`src/common/seb_pkg.sv`:
```
////////////////////////////////////////////////////////////////////////////////
// Shared constants and types for the two-wire memory bus target
package seb_pkg;
   // Clock and internal write timing
   localparam int unsigned CLK_HZ = 50_000_000;
   localparam int unsigned INTERNAL_WRITE_TIME_US = 5000;
   localparam int unsigned WR_CYC = (CLK_HZ / 1_000_000) * INTERNAL_WRITE_TIME_US;

   // Array organisation
   localparam int unsigned BYTE_W = 8;
   localparam int unsigned ADDR_W = 17;
   localparam int unsigned PAGE_COUNT = 512;
   localparam int unsigned PAGE_BYTES = 256;
   localparam int unsigned PAGE_AW = 8;
   localparam int unsigned WR_W = ADDR_W + BYTE_W;
   localparam int unsigned BUF_DEPTH = 2;

   ////////////////////////////////////////////////////////////////////////////////
   // Device address word layout
   localparam logic [3:0] DEV_TYPE = 4'hA;
   localparam int unsigned DEV_RW_BIT = 0;
   localparam int unsigned DEV_TOP_BIT = 1;
   localparam int unsigned DEV_CS_LO_BIT = 2;
   localparam int unsigned DEV_CS_HI_BIT = 3;
   localparam int unsigned DEV_TYPE_LSB = 4;

   // Bit and byte counting
   localparam logic [3:0] BITS_PER_WORD = 4'h8;
   localparam logic [3:0] LAST_OUT_BIT = 4'h7;
   localparam logic [1:0] IX_DEV = 2'h0;
   localparam logic [1:0] IX_AHI = 2'h1;
   localparam logic [1:0] IX_ALO = 2'h2;
   localparam logic [1:0] IX_DATA = 2'h3;

   typedef enum logic [2:0] {
      ST_STANDBY,
      ST_RECV,
      ST_ACK,
      ST_SEND,
      ST_MACK
   } seb_state_e;
endpackage

```
`src/common/seb_stream_if.sv`:
```
////////////////////////////////////////////////////////////////////////////////
// Valid/ready word stream between the target core and its buffer
interface seb_stream_if #(parameter int unsigned W = 8);
   logic valid;
   logic ready;
   logic [W-1:0] data;

   modport src (output valid, output data, input ready);
   modport snk (input valid, input data, output ready);
endinterface

```
`src/rtl/seb_target.sv`:
```
////////////////////////////////////////////////////////////////////////////////
module seb_target #(
   parameter int unsigned WRITE_CYCLES = seb_pkg::WR_CYC
) (
   input wire logic CLK,                             // Core clock
   input wire logic NRST,                            // Async reset, active low
   input wire logic SCL,                             // Serial clock pin
   input wire logic SDA_LVL,                         // Serial data pin level
   output logic SDA_DRV,                             // Serial data drive value
   output logic SDA_OE,                              // Serial data pull enable
   input wire logic CHIP_SELECT_HIGH,                // Hardwired select, upper
   input wire logic CHIP_SELECT_LOW,                 // Hardwired select, lower
   input wire logic WRITE_PROTECT,                   // Array write protect pin
   output logic WR_VALID,                            // Write word available
   input wire logic WR_READY,                        // Write word taken
   output logic [seb_pkg::ADDR_W-1:0] WR_ADDR,       // Write word address
   output logic [seb_pkg::BYTE_W-1:0] WR_DATA,       // Write word data
   output logic [seb_pkg::ADDR_W-1:0] RD_ADDR,       // Read address to array
   input wire logic [seb_pkg::BYTE_W-1:0] RD_DATA,   // Read data from array
   output logic BUSY,                                // Internal write cycle
   output logic STANDBY                              // Low-power standby
);
   localparam int unsigned CW = $clog2(WRITE_CYCLES + 1);
   localparam int unsigned AW = seb_pkg::ADDR_W;
   localparam int unsigned BW = seb_pkg::BYTE_W;
   localparam int unsigned PW = seb_pkg::PAGE_AW;

   if (WRITE_CYCLES < 1) begin : g_bad_cycles
      $error("seb_target needs a write cycle of at least one clock");
   end
   if ((1 << AW) != seb_pkg::PAGE_COUNT * seb_pkg::PAGE_BYTES) begin : g_bad_map
      $error("seb_target address width does not cover the array");
   end

   typedef struct packed {
      seb_pkg::seb_state_e st;
      logic scl_q;
      logic sda_q;
      logic [3:0] bit_cnt;
      logic [1:0] byte_ix;
      logic [BW-1:0] shreg;
      logic rd_mode;
      logic ack;
      logic m_ack;
      logic [AW-1:0] waddr;
      logic oe;
      logic push;
      logic [seb_pkg::WR_W-1:0] push_data;
      logic pending;
      logic busy;
      logic [CW-1:0] busy_cnt;
   } seb_target_s;

   seb_target_s r_ff;
   seb_target_s nxt_r;

   logic scl_s;
   logic sda_s;
   logic wp_s;
   logic [1:0] cs_s;
   logic scl_rise;
   logic scl_fall;
   logic start_ev;
   logic stop_ev;

   seb_stream_if #(.W(seb_pkg::WR_W)) fill_if ();
   seb_stream_if #(.W(seb_pkg::WR_W)) drain_if ();

   ////////////////////////////////////////////////////////////////////////////////
   // Device word decode, used by the acknowledge; its check recomputes the compare
   function automatic logic dev_match(input logic [BW-1:0] w, input logic [1:0] cs);
      logic type_ok;
      logic cs_ok;
      type_ok = (w[BW-1:seb_pkg::DEV_TYPE_LSB] == seb_pkg::DEV_TYPE);
      cs_ok = ({w[seb_pkg::DEV_CS_HI_BIT], w[seb_pkg::DEV_CS_LO_BIT]} == cs);
      return type_ok & cs_ok;
   endfunction

   // Page-local increment for writes: upper bits keep the page
   function automatic logic [AW-1:0] page_inc(input logic [AW-1:0] a);
      return {a[AW-1:PW], a[PW-1:0] + 1'h1};
   endfunction

   ////////////////////////////////////////////////////////////////////////////////
   // Every pin level passes two flops; a floating select settles low at the pad
   seb_sync #(.N(5)) u_sync (
      .clk(CLK),
      .nrst(NRST),
      .d({SCL, SDA_LVL, WRITE_PROTECT, CHIP_SELECT_HIGH, CHIP_SELECT_LOW}),
      .q({scl_s, sda_s, wp_s, cs_s})
   );

   // Edges seen on the synchronised pair
   assign scl_rise = scl_s & ~r_ff.scl_q;
   assign scl_fall = ~scl_s & r_ff.scl_q;
   assign start_ev = scl_s & r_ff.scl_q & r_ff.sda_q & ~sda_s;
   assign stop_ev = scl_s & r_ff.scl_q & ~r_ff.sda_q & sda_s;

   ////////////////////////////////////////////////////////////////////////////////
   // Bus protocol engine
   always_comb begin
      nxt_r = r_ff;
      nxt_r.scl_q = scl_s;
      nxt_r.sda_q = sda_s;
      nxt_r.push = 1'h0;
      // Internal write countdown
      if (r_ff.busy) begin
         nxt_r.busy_cnt = r_ff.busy_cnt - 1'h1;
         if (r_ff.busy_cnt == CW'(1)) begin
            nxt_r.busy = 1'h0;
         end
      end
      if (r_ff.busy) begin
         // Deaf to the bus until the cycle ends
         nxt_r.st = seb_pkg::ST_STANDBY;
         nxt_r.oe = 1'h0;
      end else if (stop_ev) begin
         nxt_r.st = seb_pkg::ST_STANDBY;
         nxt_r.oe = 1'h0;
         if (r_ff.pending) begin
            nxt_r.busy = 1'h1;
            nxt_r.busy_cnt = CW'(WRITE_CYCLES);
            nxt_r.pending = 1'h0;
         end
      end else if (start_ev) begin
         // A start outside the internal write cycle drops what was under way
         nxt_r.st = seb_pkg::ST_RECV;
         nxt_r.bit_cnt = '0;
         nxt_r.byte_ix = seb_pkg::IX_DEV;
         nxt_r.oe = 1'h0;
      end else begin
         unique case (r_ff.st)
            seb_pkg::ST_STANDBY: begin
               nxt_r.oe = 1'h0;
            end
            seb_pkg::ST_RECV: begin
               if (scl_rise && r_ff.bit_cnt != seb_pkg::BITS_PER_WORD) begin
                  nxt_r.shreg = {r_ff.shreg[BW-2:0], sda_s};
                  nxt_r.bit_cnt = r_ff.bit_cnt + 1'h1;
               end else if (scl_fall && r_ff.bit_cnt == seb_pkg::BITS_PER_WORD) begin
                  nxt_r.st = seb_pkg::ST_ACK;
                  nxt_r.bit_cnt = '0;
                  unique case (r_ff.byte_ix)
                     seb_pkg::IX_DEV: begin
                        nxt_r.ack = dev_match(r_ff.shreg, cs_s);
                        nxt_r.rd_mode = r_ff.shreg[seb_pkg::DEV_RW_BIT];
                        if (!r_ff.shreg[seb_pkg::DEV_RW_BIT]) begin
                           nxt_r.waddr[AW-1] = r_ff.shreg[seb_pkg::DEV_TOP_BIT];
                        end
                     end
                     seb_pkg::IX_AHI: begin
                        nxt_r.ack = 1'h1;
                        nxt_r.waddr[AW-2:BW] = r_ff.shreg;
                     end
                     seb_pkg::IX_ALO: begin
                        nxt_r.ack = 1'h1;
                        nxt_r.waddr[BW-1:0] = r_ff.shreg;
                     end
                     seb_pkg::IX_DATA: begin
                        // Protected or full buffer: word refused, not acknowledged
                        nxt_r.ack = ~wp_s & fill_if.ready;
                        if (~wp_s & fill_if.ready) begin
                           nxt_r.push = 1'h1;
                           nxt_r.push_data = {r_ff.waddr, r_ff.shreg};
                           nxt_r.pending = 1'h1;
                           nxt_r.waddr = page_inc(r_ff.waddr);
                        end
                     end
                  endcase
                  nxt_r.oe = nxt_r.ack;
               end
            end
            seb_pkg::ST_ACK: begin
               if (scl_fall) begin
                  nxt_r.oe = 1'h0;
                  nxt_r.bit_cnt = '0;
                  if (!r_ff.ack) begin
                     nxt_r.st = seb_pkg::ST_STANDBY;
                  end else if (r_ff.byte_ix == seb_pkg::IX_DEV && r_ff.rd_mode) begin
                     nxt_r.st = seb_pkg::ST_SEND;
                     nxt_r.shreg = RD_DATA;
                     nxt_r.oe = ~RD_DATA[BW-1];
                  end else begin
                     nxt_r.st = seb_pkg::ST_RECV;
                     if (r_ff.byte_ix != seb_pkg::IX_DATA) begin
                        nxt_r.byte_ix = r_ff.byte_ix + 1'h1;
                     end
                  end
               end
            end
            seb_pkg::ST_SEND: begin
               if (scl_fall) begin
                  if (r_ff.bit_cnt == seb_pkg::LAST_OUT_BIT) begin
                     nxt_r.st = seb_pkg::ST_MACK;
                     nxt_r.oe = 1'h0;
                  end else begin
                     nxt_r.bit_cnt = r_ff.bit_cnt + 1'h1;
                     nxt_r.shreg = {r_ff.shreg[BW-2:0], 1'h0};
                     nxt_r.oe = ~r_ff.shreg[BW-2];
                  end
               end
            end
            seb_pkg::ST_MACK: begin
               // Counter moves on at the ack bit, giving the array time to answer
               if (scl_rise) begin
                  nxt_r.m_ack = ~sda_s;
                  nxt_r.waddr = r_ff.waddr + 1'h1;
               end else if (scl_fall) begin
                  nxt_r.bit_cnt = '0;
                  if (r_ff.m_ack) begin
                     nxt_r.st = seb_pkg::ST_SEND;
                     nxt_r.shreg = RD_DATA;
                     nxt_r.oe = ~RD_DATA[BW-1];
                  end else begin
                     nxt_r.st = seb_pkg::ST_STANDBY;
                  end
               end
            end
            // Unused state codes fall back to idle
            default: begin
               nxt_r.st = seb_pkg::ST_STANDBY;
               nxt_r.oe = 1'h0;
            end
         endcase
      end
   end

   // State register; power-up lands in standby
   always_ff @(posedge CLK or negedge NRST) begin
      if (!NRST) begin
         r_ff <= '{st: seb_pkg::ST_STANDBY, default: '0};
      end else begin
         r_ff <= nxt_r;
      end
   end

   ////////////////////////////////////////////////////////////////////////////////
   // Write words queue here so a slow array port loses nothing
   assign fill_if.valid = r_ff.push;
   assign fill_if.data = r_ff.push_data;
   assign drain_if.ready = WR_READY;

   seb_buf #(.W(seb_pkg::WR_W), .DEPTH(seb_pkg::BUF_DEPTH)) u_buf (
      .clk(CLK),
      .nrst(NRST),
      .in_s(fill_if),
      .out_s(drain_if)
   );

   // Output pins; the line is only ever pulled low
   assign SDA_DRV = 1'h0;
   assign SDA_OE = r_ff.oe;
   assign WR_VALID = drain_if.valid;
   assign {WR_ADDR, WR_DATA} = drain_if.data;
   assign RD_ADDR = r_ff.waddr;
   assign BUSY = r_ff.busy;
   assign STANDBY = (r_ff.st == seb_pkg::ST_STANDBY) & ~r_ff.busy;
endmodule // seb_target

```
`src/rtl/seb_sync.sv`:
```
////////////////////////////////////////////////////////////////////////////////
// Two-stage synchroniser for pin levels
module seb_sync #(
   parameter int unsigned N = 1
) (
   input wire logic clk,           // Core clock
   input wire logic nrst,          // Async reset, active low
   input wire logic [N-1:0] d,     // Asynchronous levels
   output logic [N-1:0] q          // Synchronised levels
);
   typedef struct packed {
      logic [N-1:0] s1;
      logic [N-1:0] s2;
   } seb_sync_s;

   seb_sync_s r_ff;
   seb_sync_s nxt_r;

   if (N < 1) begin : g_bad_n
      $error("seb_sync needs at least one bit");
   end

   // First stage feeds only the second
   always_comb begin
      nxt_r = r_ff;
      nxt_r.s1 = d;
      nxt_r.s2 = r_ff.s1;
   end

   always_ff @(posedge clk or negedge nrst) begin
      if (!nrst) begin
         r_ff <= '0;
      end else begin
         r_ff <= nxt_r;
      end
   end

   assign q = r_ff.s2;
endmodule // seb_sync

```
`src/rtl/seb_buf.sv`:
```
////////////////////////////////////////////////////////////////////////////////
// Small flop FIFO holding accepted write words
module seb_buf #(
   parameter int unsigned W = 8,
   parameter int unsigned DEPTH = 2
) (
   input wire logic clk,           // Core clock
   input wire logic nrst,          // Async reset, active low
   seb_stream_if.snk in_s,         // Fill side
   seb_stream_if.src out_s         // Drain side
);
   localparam int unsigned AW = (DEPTH > 1) ? $clog2(DEPTH) : 1;
   localparam logic [AW:0] FULL = (AW + 1)'(DEPTH);

   typedef struct packed {
      logic [DEPTH-1:0][W-1:0] mem;
      logic [AW-1:0] wp;
      logic [AW-1:0] rp;
      logic [AW:0] cnt;
   } seb_buf_s;

   seb_buf_s r_ff;
   seb_buf_s nxt_r;
   logic push;
   logic pop;

   // Pointers wrap naturally, so only powers of two are served
   if (DEPTH < 2 || (DEPTH & (DEPTH - 1)) != 0) begin : g_bad_depth
      $error("seb_buf depth must be a power of two, at least 2");
   end

   // Honest full and empty from the occupancy count
   assign in_s.ready = (r_ff.cnt != FULL);
   assign out_s.valid = (r_ff.cnt != '0);
   assign out_s.data = r_ff.mem[r_ff.rp];
   assign push = in_s.valid & in_s.ready;
   assign pop = out_s.valid & out_s.ready;

   always_comb begin
      nxt_r = r_ff;
      if (push) begin
         nxt_r.mem[r_ff.wp] = in_s.data;
         nxt_r.wp = r_ff.wp + 1'h1;
      end
      if (pop) begin
         nxt_r.rp = r_ff.rp + 1'h1;
      end
      nxt_r.cnt = r_ff.cnt + (AW + 1)'(push) - (AW + 1)'(pop);
   end

   always_ff @(posedge clk or negedge nrst) begin
      if (!nrst) begin
         r_ff <= '0;
      end else begin
         r_ff <= nxt_r;
      end
   end
endmodule // seb_buf

```
`config.mk`:
```
export PLATFORM = sky130hd
export DESIGN_NAME = seb_target
export DESIGN_NICKNAME = d
export VERILOG_FILES = /design/src/common/seb_pkg.sv /design/src/common/seb_stream_if.sv /design/src/rtl/seb_target.sv /design/src/rtl/seb_sync.sv /design/src/rtl/seb_buf.sv
export SDC_FILE = /design/constraint.sdc
export NUM_CORES = 1
export LEC_CHECK = 0
export BUFFER_PORTS_ARGS = -buffer_cell sky130_fd_sc_hd__buf_4
export CAP_MARGIN = 20
export CORE_AREA = 2 2 127 129
export CTS_CLUSTER_SIZE = 20
export DETAILED_ROUTE_END_ITERATION = 8
export DIE_AREA = 0 0 129 131
export GPL_TIMING_DRIVEN = 1
export PLACE_DENSITY = 0.67
export SYNTH_ARGS = -nofsm -noshare
export SYNTH_HDL_FRONTEND = slang
export SYNTH_SLANG_ARGS = --single-unit
```
`constraint.sdc`:
```
create_clock -name CLK -period 2.56 [get_ports CLK]
set_input_delay 0.256 -clock CLK [delete_from_list [all_inputs] [get_ports CLK]]
set_output_delay 0.256 -clock CLK [all_outputs]
set_load 0.1 [all_outputs]
```
* After elaboration in Yosys (flattened, before gate mapping) *
Index checks and enable logic that the tools add are counted.

word-level totals
  word-level logic and storage cells = 216
  output and inout port bits = 47
  flip-flop bits (word level) = 150
  bits of input ports = 16

operators by class
  equal/unequal tests = 51
  magnitude comparators = 3
  multiplexer cells = 73
  reduce and logical (&&, ||, !) cells = 32
  $add $sub $neg = 9
  bitwise gates (word level) = 23

operator list
  operator               number
  $mux 27                4
  $mux 45                2
  $mux 25                3
  $mux 8                 8
  $mux 19                3
  $bwmux 50              1
  $mux 46                1
  $ne 5x5->1 const B     8
  $ne 2x2->1 const B     19
  $pmux 17 s2            1
  $pmux 8 s2             2
  $pmux 8 s4             1
  $mux 3                 10
  $reduce_and 7->1       4
  $reduce_and 9->1       3
  $mux 26                1
  $demux 25 s1           1
  $mux 4                 6
  $reduce_bool 2->1      10
  $eq 18x1->1 const B    1
  $ne 3x3->1 const B     6
  $sub 18x1->18 const B  1
  $add 17x1->17 const B  1
  $mux 17                1
  other kinds (42)       93

* Longest topological paths before layout *
Gate-level depths: netlist (run 1).

  word-level depth = 10
  depth in mapped cells = 10
  gate-level depth less buffers = 7

* Modules after synthesis *
From an unflattened synthesis (run 1), not the netlist that was laid out.

unflattened totals
  cells, all modules = 647
  area total of the unflattened synthesis = 7656.1 µm²

modules (own cells, without submodules)
  module      instances  cells an instance  sequential area each (µm²)  area each (µm²)
  seb_target  1          486                2152.1                      4833.4
  seb_buf     1          151                1351.3                      2572.5
  seb_sync    1          10                 250.2                       250.2

* Worst setup path after synthesis (run 1) *
Ideal clock, no wire load.

  path type = flip-flop to output port
  start point = register r_ff (netlist bit BUSY)
  end point = output STANDBY
  slack = -1.585 ns
  arrival time = 3.889 ns
  buffers on the path = 1
  data required time = 2.304 ns
  cell stages (with the launch flop) = 3
  path through = dfrtp_1 > buf_2 > nor4_1

between the ends
  longest elaborated chain between the ends = 2

RTL lines
  element                   RTL line           RTL
  start: declaration        seb_target.sv:54   seb_target_s r_ff;
  start signal: assignment  seb_target.sv:233  r_ff <= nxt_r;
  $not 1->1 (no line)       --
  $and 1x1->1               seb_target.sv:257  assign STANDBY = (r_ff.st == seb_pkg::ST_STANDBY) & ~r_ff.busy;
  end: declaration          seb_target.sv:21   output logic STANDBY

No other way between the ends.

* Worst setup path after layout (run 1) *
  start point = register r_ff[77] (netlist name)
  end point = register r_ff[71] (netlist name)

between the ends
  longest elaborated chain between the ends = 4
  elaborated cells between the ends (all ways) = 6
  classes of those cells = eq/ne (4); reduce/logical (2)

RTL lines
  element                        RTL line           RTL
  $ne 4x4->1                     seb_target.sv:137  if (scl_rise && r_ff.bit_cnt != seb_pkg::BITS_PER_WORD) begin
  $logic_and 1x1->1              seb_target.sv:137
  $ne 2x2->1 (no line)           --
  $reduce_and 13->1 (no line) *  --

Every way passes the cells marked *; elsewhere a longest branch is shown, timed or not.
A chain may end at the register's enable or synchronous reset.

==> flow_summary.toml, run 1 <==
[setup_path]
cp_max_fo = 8
cp-end-kind = "register"
crit_required_ns = 2.87
max_stage_delay_ns = 0.61
cpLargestDelayFamily = "simple AND/OR/NAND/NOR gates"
cp.buffers_inverters = 1
arrival_ns = 2.66
crit_chain = "inv_1, ha_1, and3b_1, o21ai_2, o311ai_1, or3_1, mux2_4"
crit_type = "register to register"
crit_path_top_delay_cell = "or3_1"
start_kind = "register"

[finish]
fin_util_pct = 57.0
drive_gt1_share_pct = 35.6
fillerInstances = 1301
area_growth_pct = 17.3
final_cells = 941
nets = 740
diodes = 0

[min_path]
hold_class = "input pin to register"

[detailed_routing]
drtIter0Drc = 294
dr.pass1.iters = 4
drtAntennaViolNets = 0
num_vias = 5239
detail_route.vias_per_cell = 5.57
wl_per_cell_um = 18.0
routed_wl_mm = 17.0
route.detailed.drc = 0

[synth]
yosys.area.top_type = "dfrtp_1"
synth_cell_types = 74
ys_ff_latch = 150
syn_area_um2 = 7580
yosysMostFrequentCell = "dfrtp_1"
synth-seq-area-share_pct = 49.5
synth_edf_count = 0
synth_common_cells = "dfrtp_1 (150), mux2_2 (104), nand2_1 (41), nor2_1 (29), a21oi_1 (27)"
synthArstFlopShare_pct = 100
yosysWarnings = 0
ys_top_cells_by_area = "dfrtp_1 (50%), mux2_2 (15%), mux2_4 (2.4%)"
synth_top_area_share_pct = 49.5
postSynthAreaPerCell_um2 = 11.8
syn_inst = 643
ys.flop_type = "dfrtp_1"
syn-num-nets = 671

[clock_tree]
htreeDepth = 4
cts-buffers-inserted = 17
cts.sinks = 150
cts.clk_slew.worst_paths_ns = 0.06
insertion_delay_ns = 0.42
cts_root_buffer = "clkbuf_16"
clock_path_buffers = 2
cts_tree = "done"

[grt]
grt_pass1_wl_mm = 27.9
grt_max_degree = 67
grt_usage_pct = 21.5
antenna_found_initial = 0
grt-ovfl-total = 0
grt_pass1_vias = 5364

[die]
die_y_um = 131
rows = 46
ios = 63
dieArea_um2 = 16900
die_w_um = 129
core_area_um2 = 15600
initial_utilization_pct = 48.6

[placement]
port_buffers = 61
gp_congestion = 0.886
dp_hpwl_mm = 11.8
place_inst = 902

[sta]
worst_pin_slew_ns = 0.496
skew_ns = 0.00692
finalMaxSlewViolations = 0
fin_setup_tns_ns = 0
fmaxAchievable_ghz = 0.425
period_needed_ns = 2.35
relSlewSlack_pct = 66.6
hold_violations = 0
setup_viol = 0
rsz0062_at_grt = "false"
final.period_utilization_pct = 91.9

[flow_run]
drv_cap = 0

[power_and_ir_drop]
leakage_nw = 4.33
totalPowerFinal_mw = 5.44
power_density_nw_per_um2 = 612
peakVddDrop_uv = 531

[status]
outcome = "complete, no violations"
==> path summary, 6_finish.rpt <==
check                           startpoint  cells after the start  slack, ns              to
setup reg to reg                  r_ff[77]                      7       0.21        r_ff[71]
hold reg to reg            u_sync.nxt_r[4]                      0       0.35     u_sync.q[4]
max in group asynchronous             NRST                      3       1.34            BUSY
min in group asynchronous             NRST                      2       0.33  u_buf.r_ff[38]
hold / removal                    WR_READY                      3       0.16   u_buf.r_ff[2]
setup / recovery                  r_ff[77]                      7       0.21        r_ff[71]
==> cell usage in the layout, fill, tap and decap left out, types with 12 or more instances in the layout <==
master and instances:
o21ai_0 21, inv_1 15, nand3_1 17, ha_1 12, a21oi_1 27, clkbuf_16 17, dfrtp_1 149, mux2_2 104
nor2_1 28, nand2_1 41, mux2_4 12, buf_4 87, xnor2_1 12
==> power breakdown <==
| part | internal (mW) | switching [mW] |
|---|---|---|
| registers | 2.44 | 0.0852 |
| logic | 0.269 | 0.351 |
| clock network | 1.28 | 1.01 |
| total | 3.99 | 1.45 |
==> metrics by stage <==
stage	area (µm²)	hold WS, ns	setup slack (ns)
3_3_place_gp	8270	0.207	0.240
4_1_cts	8870	0.149	0.128
5_1_grt	8890	0.163	0.0155
6_report	8890	0.157	0.207
3_5_place_dp	8270	0.213	0.183
2_1_floorplan	7590	-0.0396	0.253
==> flip-flops by register name, summed over array words and instances (netlist names) <==
register	cells
fill_if.valid	1
u_sync.q	5
fill_if.data	25
RD_ADDR	17
u_buf.r_ff	54
BUSY	1
r_ff	41
SDA_OE	1
u_sync.nxt_r	5
==> what timing repair did <==
action	in CTS	in global routing
buffers inserted	0	1
endpoints found under the hold margin	48	0
endpoints found under the setup margin	0	3
resized for setup	0	1
hold buffers	6	0
==> metal layers <==
layer	track usage, %	share of wire, %	wire, µm
met2	35.1	49	8330
met1	27.8	45	7680
met5	0	0	0
met4	8.95	2.1	350
met3	4.93	3.6	609
==> cells by family (layout without fill, tap and decap cells) <==
family	count (synthesis)	after routing	share of synthesized area, %
AO/OA/AOI/OAI	112	112	10.4
XOR/XNOR	21	21	2.43
adder cells (fa/ha/maj)	12	12	1.98
buffers and inverters	61	143	4.47
flip-flops	150	150	49.5
multiplexers	125	125	19.0
other	1	1	0.0495
AND/OR/NAND/NOR	161	161	12.1
==> layout make-up <==
| type | count | area [µm²] | share of cell area, % |
|---|---|---|---|
| clock buffer | 20 | 447 | 5.02 |
| clock inverter | 12 | 95.1 | 1.07 |
| inverter | 15 | 56.3 | 0.633 |
| multi-input combinational | 432 | 3500 | 39.4 |
| sequential | 150 | 3750 | 42.2 |
| tap | 216 | 270 | 3.04 |
| timing repair buffer | 96 | 764 | 8.60 |
==> worst min-delay path: cells and delay by family <==
family | cells | cell delay [ns]
xor gates and xnor gates | 1 | 0.07
buffers and inverters | 1 | 0.07
and+or+nand+nor | 1 | 0.14
(Power assumes the default switching activity.)
==> inputs of run 2 (changes only) <==
--- a/config.mk
+++ b/config.mk
@@ -8,6 +8,7 @@
 export BUFFER_PORTS_ARGS = -buffer_cell sky130_fd_sc_hd__buf_4
 export CAP_MARGIN = 20
 export CORE_AREA = 2 2 127 129
+export CTS_BUF_LIST = sky130_fd_sc_hd__clkbuf_4 sky130_fd_sc_hd__clkbuf_8
 export CTS_CLUSTER_SIZE = 20
 export DETAILED_ROUTE_END_ITERATION = 8
 export DIE_AREA = 0 0 129 131
==> run 2 against run 1 <==
Against the previous run:
- final cell count did not move
- maximum frequency fell by 0.26%
- via count rose by 0.46%
- sequential power barely moved
- utilization fell by 1.2 points
- worst setup slack got worse by 0.0062 ns
- non-clock buffer count did not move
- critical path depth did not move
- clock power fell by 27%
- wire length fell by 1.3%
- clock skew rose by 0.0080 ns
- critical endpoint unchanged
- largest cell class unchanged
==> flow_summary.toml, run 2 (synthesized netlist as in run 1, its figures left out) <==
[sta]
rsz0062_at_grt = "false"
skew_ns = 0.0149
fin_setup_tns_ns = 0
finalMaxSlewViolations = 0
final.period_utilization_pct = 92.2
relSlewSlack_pct = 66.0
period_needed_ns = 2.36
hold_violations = 0
fmaxAchievable_ghz = 0.424
setup_viol = 0
worst_pin_slew_ns = 0.510

[power_and_ir_drop]
leakage_nw = 4.25
clockPowerShare_pct = 34.8
pwr-share-seq_pct = 52.3
power_density_nw_per_um2 = 554
internal_power_mw = 3.44
peakVddDrop_uv = 335
pwr-share-comb_pct = 12.9
p_sw_share_pct = 28.7
p_sw_mw = 1.39

[placement]
gp_congestion = 0.886
place_inst = 902
port_buffers = 61
dp_hpwl_mm = 11.8

[detailed_routing]
met1Wirelength_mm = 7.53
wl_met2_mm = 8.25
wl_met3_um = 585
drtIter0Drc = 307
wl_per_cell_um = 17.8
dr.pass1.iters = 4
num_vias = 5263
route.detailed.drc = 0
routed_wl_mm = 16.8
routed.top_layer = "met4"
detail_route.vias_per_cell = 5.59
drtAntennaViolNets = 0

[clock_tree]
htreeDepth = 4
cts.clk_slew.worst_paths_ns = 0.09
cts_tree = "done"
clock_path_buffers = 2
insertion_delay_ns = 0.47
cts-buffers-inserted = 17
cts_root_buffer = "clkbuf_8"
cts.sinks = 150

[die]
die_w_um = 129
initial_utilization_pct = 48.6
core_area_um2 = 15600
rows = 46
dieArea_um2 = 16900
die_y_um = 131
ios = 63

[setup_path]
r2r-end = "r_ff[71]"
rr_worst_depth = 7
regToRegSetupSlack_ns = 0.20
arrival_ns = 2.72
crit_required_ns = 2.92
crit_type = "register to register"
cp_max_fo = 8
start_kind = "register"
timing.rr.start = "r_ff[77]"
cp-end-kind = "register"

[grt]
grt_max_degree = 67
grt_pass1_vias = 5385
antenna_found_initial = 0
grt_pass1_wl_mm = 27.7
grt_usage_pct = 21.3
grt-ovfl-total = 0

[finish]
drive_gt1_share_pct = 35.9
fillerInstances = 1317
final_cells = 941
top_register = "u_buf.r_ff"
diodes = 0
layout_common_cells = "dfrtp_1 (149), mux2_2 (104), buf_4 (87)"
mostFrequentLayoutCell = "dfrtp_1"
nets = 740
multi_input_area_um2 = 3500
seq_area_um2 = 3750
area_growth_pct = 14.9
largest_reg_flops = 54

[min_path]
min_to = "u_buf.r_ff[2]"
holdPathStages = 3
worstHoldStart = "WR_READY"
hold_class = "input pin to register"

[flow_run]
drv_cap = 0

[status]
outcome = "complete, no violations"
## run 2: cell counts in the layout (fill, tap and decap cells not counted)
Identical to the previous run, type by type.
## run 2: metal layers
metal  global-route usage, %  up-vias
li1                        -     2463
met1                    27.2     2646
met2                    35.3      119
met3                    5.13       35
met4                    8.12        0
met5                       0        -
## run 2: worst max-delay path by stage
stage	end	from	depth (start not counted)	slack, ns
finish	r_ff[71]	r_ff[77]	7	0.20
global route	r_ff[74]	r_ff[77]	7	0.02
CTS	RD_ADDR[6]	u_sync.q[4]	6	0.12
detailed placement	RD_ADDR[3]	u_sync.q[4]	6	0.18
global placement	r_ff[71]	r_ff[77]	7	0.24
floorplan	r_ff[13]	BUSY	6	0.25
## run 2: area by class of cell
cell class,count,share of cell area (%)
repair buffers,96,8.78
well taps,216,3.10
clock inverters,12,1.09
flip-flops and latches,150,43.1
multi-input cells,432,40.2
inverters,15,0.647
clock buffers,20,3.02
## run 2: per-stage QoR
stage | total power, mW | instance area (µm²) | worst slack (ns) | utilization [%] | hold slack (ns)
global placement | 3.17 | 8270 | 0.240 | 53.0 | 0.207
finish | 4.82 | 8710 | 0.201 | 55.8 | 0.111
CTS | 4.88 | 8690 | 0.122 | 55.7 | 0.0939
detailed placement | 3.20 | 8270 | 0.183 | 53.0 | 0.213
global route | 5.06 | 8710 | 0.0168 | 55.8 | 0.112
floorplan | 2.97 | 7590 | 0.253 | - | -0.0396
## run 2: critical path, stage by stage, from the launching register on
cell and delay (ns):
dfrtp_1 0.42, inv_1 0.06, ha_1 0.20, and3b_1 0.28
o21ai_2 0.20, o311ai_1 0.10, or3_1 0.61, mux2_4 0.38
## run 2: what timing repair did
| action | 4_1_cts | 5_1_grt |
|---|---|---|
| hold buffers | 6 | 0 |
| buffers inserted | 0 | 1 |
| endpoints found under the hold margin | 48 | 0 |
| setup endpoints to repair | 0 | 3 |
| resized for setup | 0 | 1 |
## run 2: power by group through the flow
stage                     sequential [mW]  clock, mW  combinational (mW)
after floorplan                      2.54          0               0.435
after global placement               2.57          0               0.606
after detailed placement             2.57          0               0.624
after CTS                            2.53       1.72               0.635
after global routing                 2.54       1.83               0.687
final                                2.52       1.68               0.621
==> inputs of run 3 (changes only) <==
==> constraint.sdc (replaced) <==
create_clock -name CLK -period 2.4 [get_ports CLK]
set_input_delay 0.24 -clock CLK [delete_from_list [all_inputs] [get_ports CLK]]
set_output_delay 0.24 -clock CLK [all_outputs]
set_load 0.1 [all_outputs]
==> run 3 against run 2 <==
Against the previous run:
- worst setup slack lost 0.072 ns
- cell area grew 1.1%
- critical path depth shrank 3
- via count shrank 1.8%
- non-clock buffer count shrank 1
- wire length shrank 2.5%
==> flow_summary.toml, run 3 (synthesized netlist as in run 1, its figures left out) <==
[finish]
drive_gt1_share_pct = 36.0
final_cells = 939
layout_common_cells = "dfrtp_1 (149), mux2_2 (104), buf_4 (86)"
top_register = "u_buf.r_ff"
nets = 739
area_growth_pct = 16.2
diodes = 0
largest_reg_flops = 54
fin_area_um2 = 8810
mostFrequentLayoutCell = "dfrtp_1"

[die]
die_y_um = 131
ios = 63
dieArea_um2 = 16900
rows = 46
die_w_um = 129
initial_utilization_pct = 48.6
core_area_um2 = 15600

[grt]
grt_max_degree = 58
antenna_found_initial = 0
grt_usage_pct = 20.4
grt-ovfl-total = 0
grt_pass1_wl_mm = 27.0
grt_pass1_vias = 5254

[placement]
dp_slack_ns = 0.0619
port_buffers = 61
place_inst = 902
gp_congestion = 0.867
dp_hpwl_mm = 11.4
place_area_um2 = 8280

[sta]
fmaxAchievable_ghz = 0.440
setup_ws_ns = 0.129
final.period_utilization_pct = 94.6
period_needed_ns = 2.27
skew_ns = 0.0123
fin_setup_tns_ns = 0
worst_pin_slew_ns = 0.630
setup_viol = 0
hold_violations = 0
finalMaxSlewViolations = 0
rsz0062_at_grt = "false"
relSlewSlack_pct = 56.9

[setup_path]
arrival_ns = 2.61
cp.buffers_inverters = 0
crit_type = "register to register"
start_kind = "register"
crit_chain = "nor3b_4, nand3_4, or3_4, mux2_4"
cpLargestDelayFamily = "simple AND/OR/NAND/NOR gates"
cp_max_fo = 29
max_stage_delay_ns = 0.61
timing.rr.start = "r_ff[84]"
cp-end-kind = "register"
crit_path_top_delay_cell = "dfrtp_1"
crit_path_start = "r_ff[84]"
crit_required_ns = 2.74

[detailed_routing]
detail_route.vias_per_cell = 5.50
dr.pass1.iters = 5
drtAntennaViolNets = 0
wl_per_cell_um = 17.4
route.detailed.drc = 0
drtIter0Drc = 349
num_vias = 5168
routed_wl_mm = 16.3

[clock_tree]
cts-buffers-inserted = 17
cts_root_buffer = "clkbuf_8"
insertion_delay_ns = 0.46
cts_tree = "done"
htreeDepth = 4
cts.sinks = 150
cts.clk_slew.worst_paths_ns = 0.09
clock_path_buffers = 2
postCtsSetupBuffers = 0

[min_path]
hold_class = "input pin to register"
worstHoldStart = "WR_READY"

[status]
outcome = "complete, no violations"

[power_and_ir_drop]
power_density_nw_per_um2 = 632
leakage_nw = 4.30
peakVddDrop_uv = 361

[flow_run]
drv_cap = 0
## run 3: per-layer routing
layer  global-route usage (%)  up-vias  wire, µm
met5                        0        -         0
met4                     7.67        0       192
met3                     3.75       18       586
met2                     33.7      117      8020
met1                     27.1     2575      7540
li1                         -     2458         -
## run 3: worst register-to-register path, delay by kind of cell, from the launching register on
family / cells / cell delay [ns]
muxes: 1 / 0.38
DFF: 1 / 0.61
and+or+nand+nor: 3 / 1.18
## run 3: metrics by stage
step	util, %	hold WS [ns]	power [mW]
finish	56.5	0.103	5.56
global route	56.5	0.111	5.78
CTS	56.4	0.0763	5.62
detailed placement	53.1	0.171	3.41
global placement	53.1	0.167	3.40
floorplan	-	-0.0556	3.17
## run 3: path summary, 6_finish.rpt
check | endpoint | slack [ns] | depth (start not counted)
min in group asynchronous | u_buf.r_ff[12] | 0.25 | 2
worst max register to register | fill_if.data[7] | 0.13 | 4
max in group asynchronous | BUSY | 1.50 | 3
worst max-delay path | fill_if.data[7] | 0.13 | 4
worst min-delay path | u_buf.r_ff[2] | 0.10 | 3
worst min register to register | u_sync.q[4] | 0.35 | 0
## run 3: cell type report
cell class,instances,area [µm²]
Clock buffer,19,262
Clock inverter,12,191
Fill cell,1308,6790
Inverter,15,56.3
Multi-Input combinational cell,432,3510
Sequential cell,150,3750
Tap cell,216,270
Timing Repair Buffer,95,757
## run 3: what timing repair did
item | in CTS | in global routing
hold endpoints to repair | 41 | 0
endpoints found under the setup margin | 0 | 9
hold buffers | 6 | 0
gates resized for setup | 0 | 3
## run 3: report_power, final
part	internal, mW	leakage (nW)	switching [mW]
clock network	1.21	0.226	0.999
registers	2.60	2.06	0.0944
logic	0.290	2.02	0.373
total	4.10	4.30	1.47
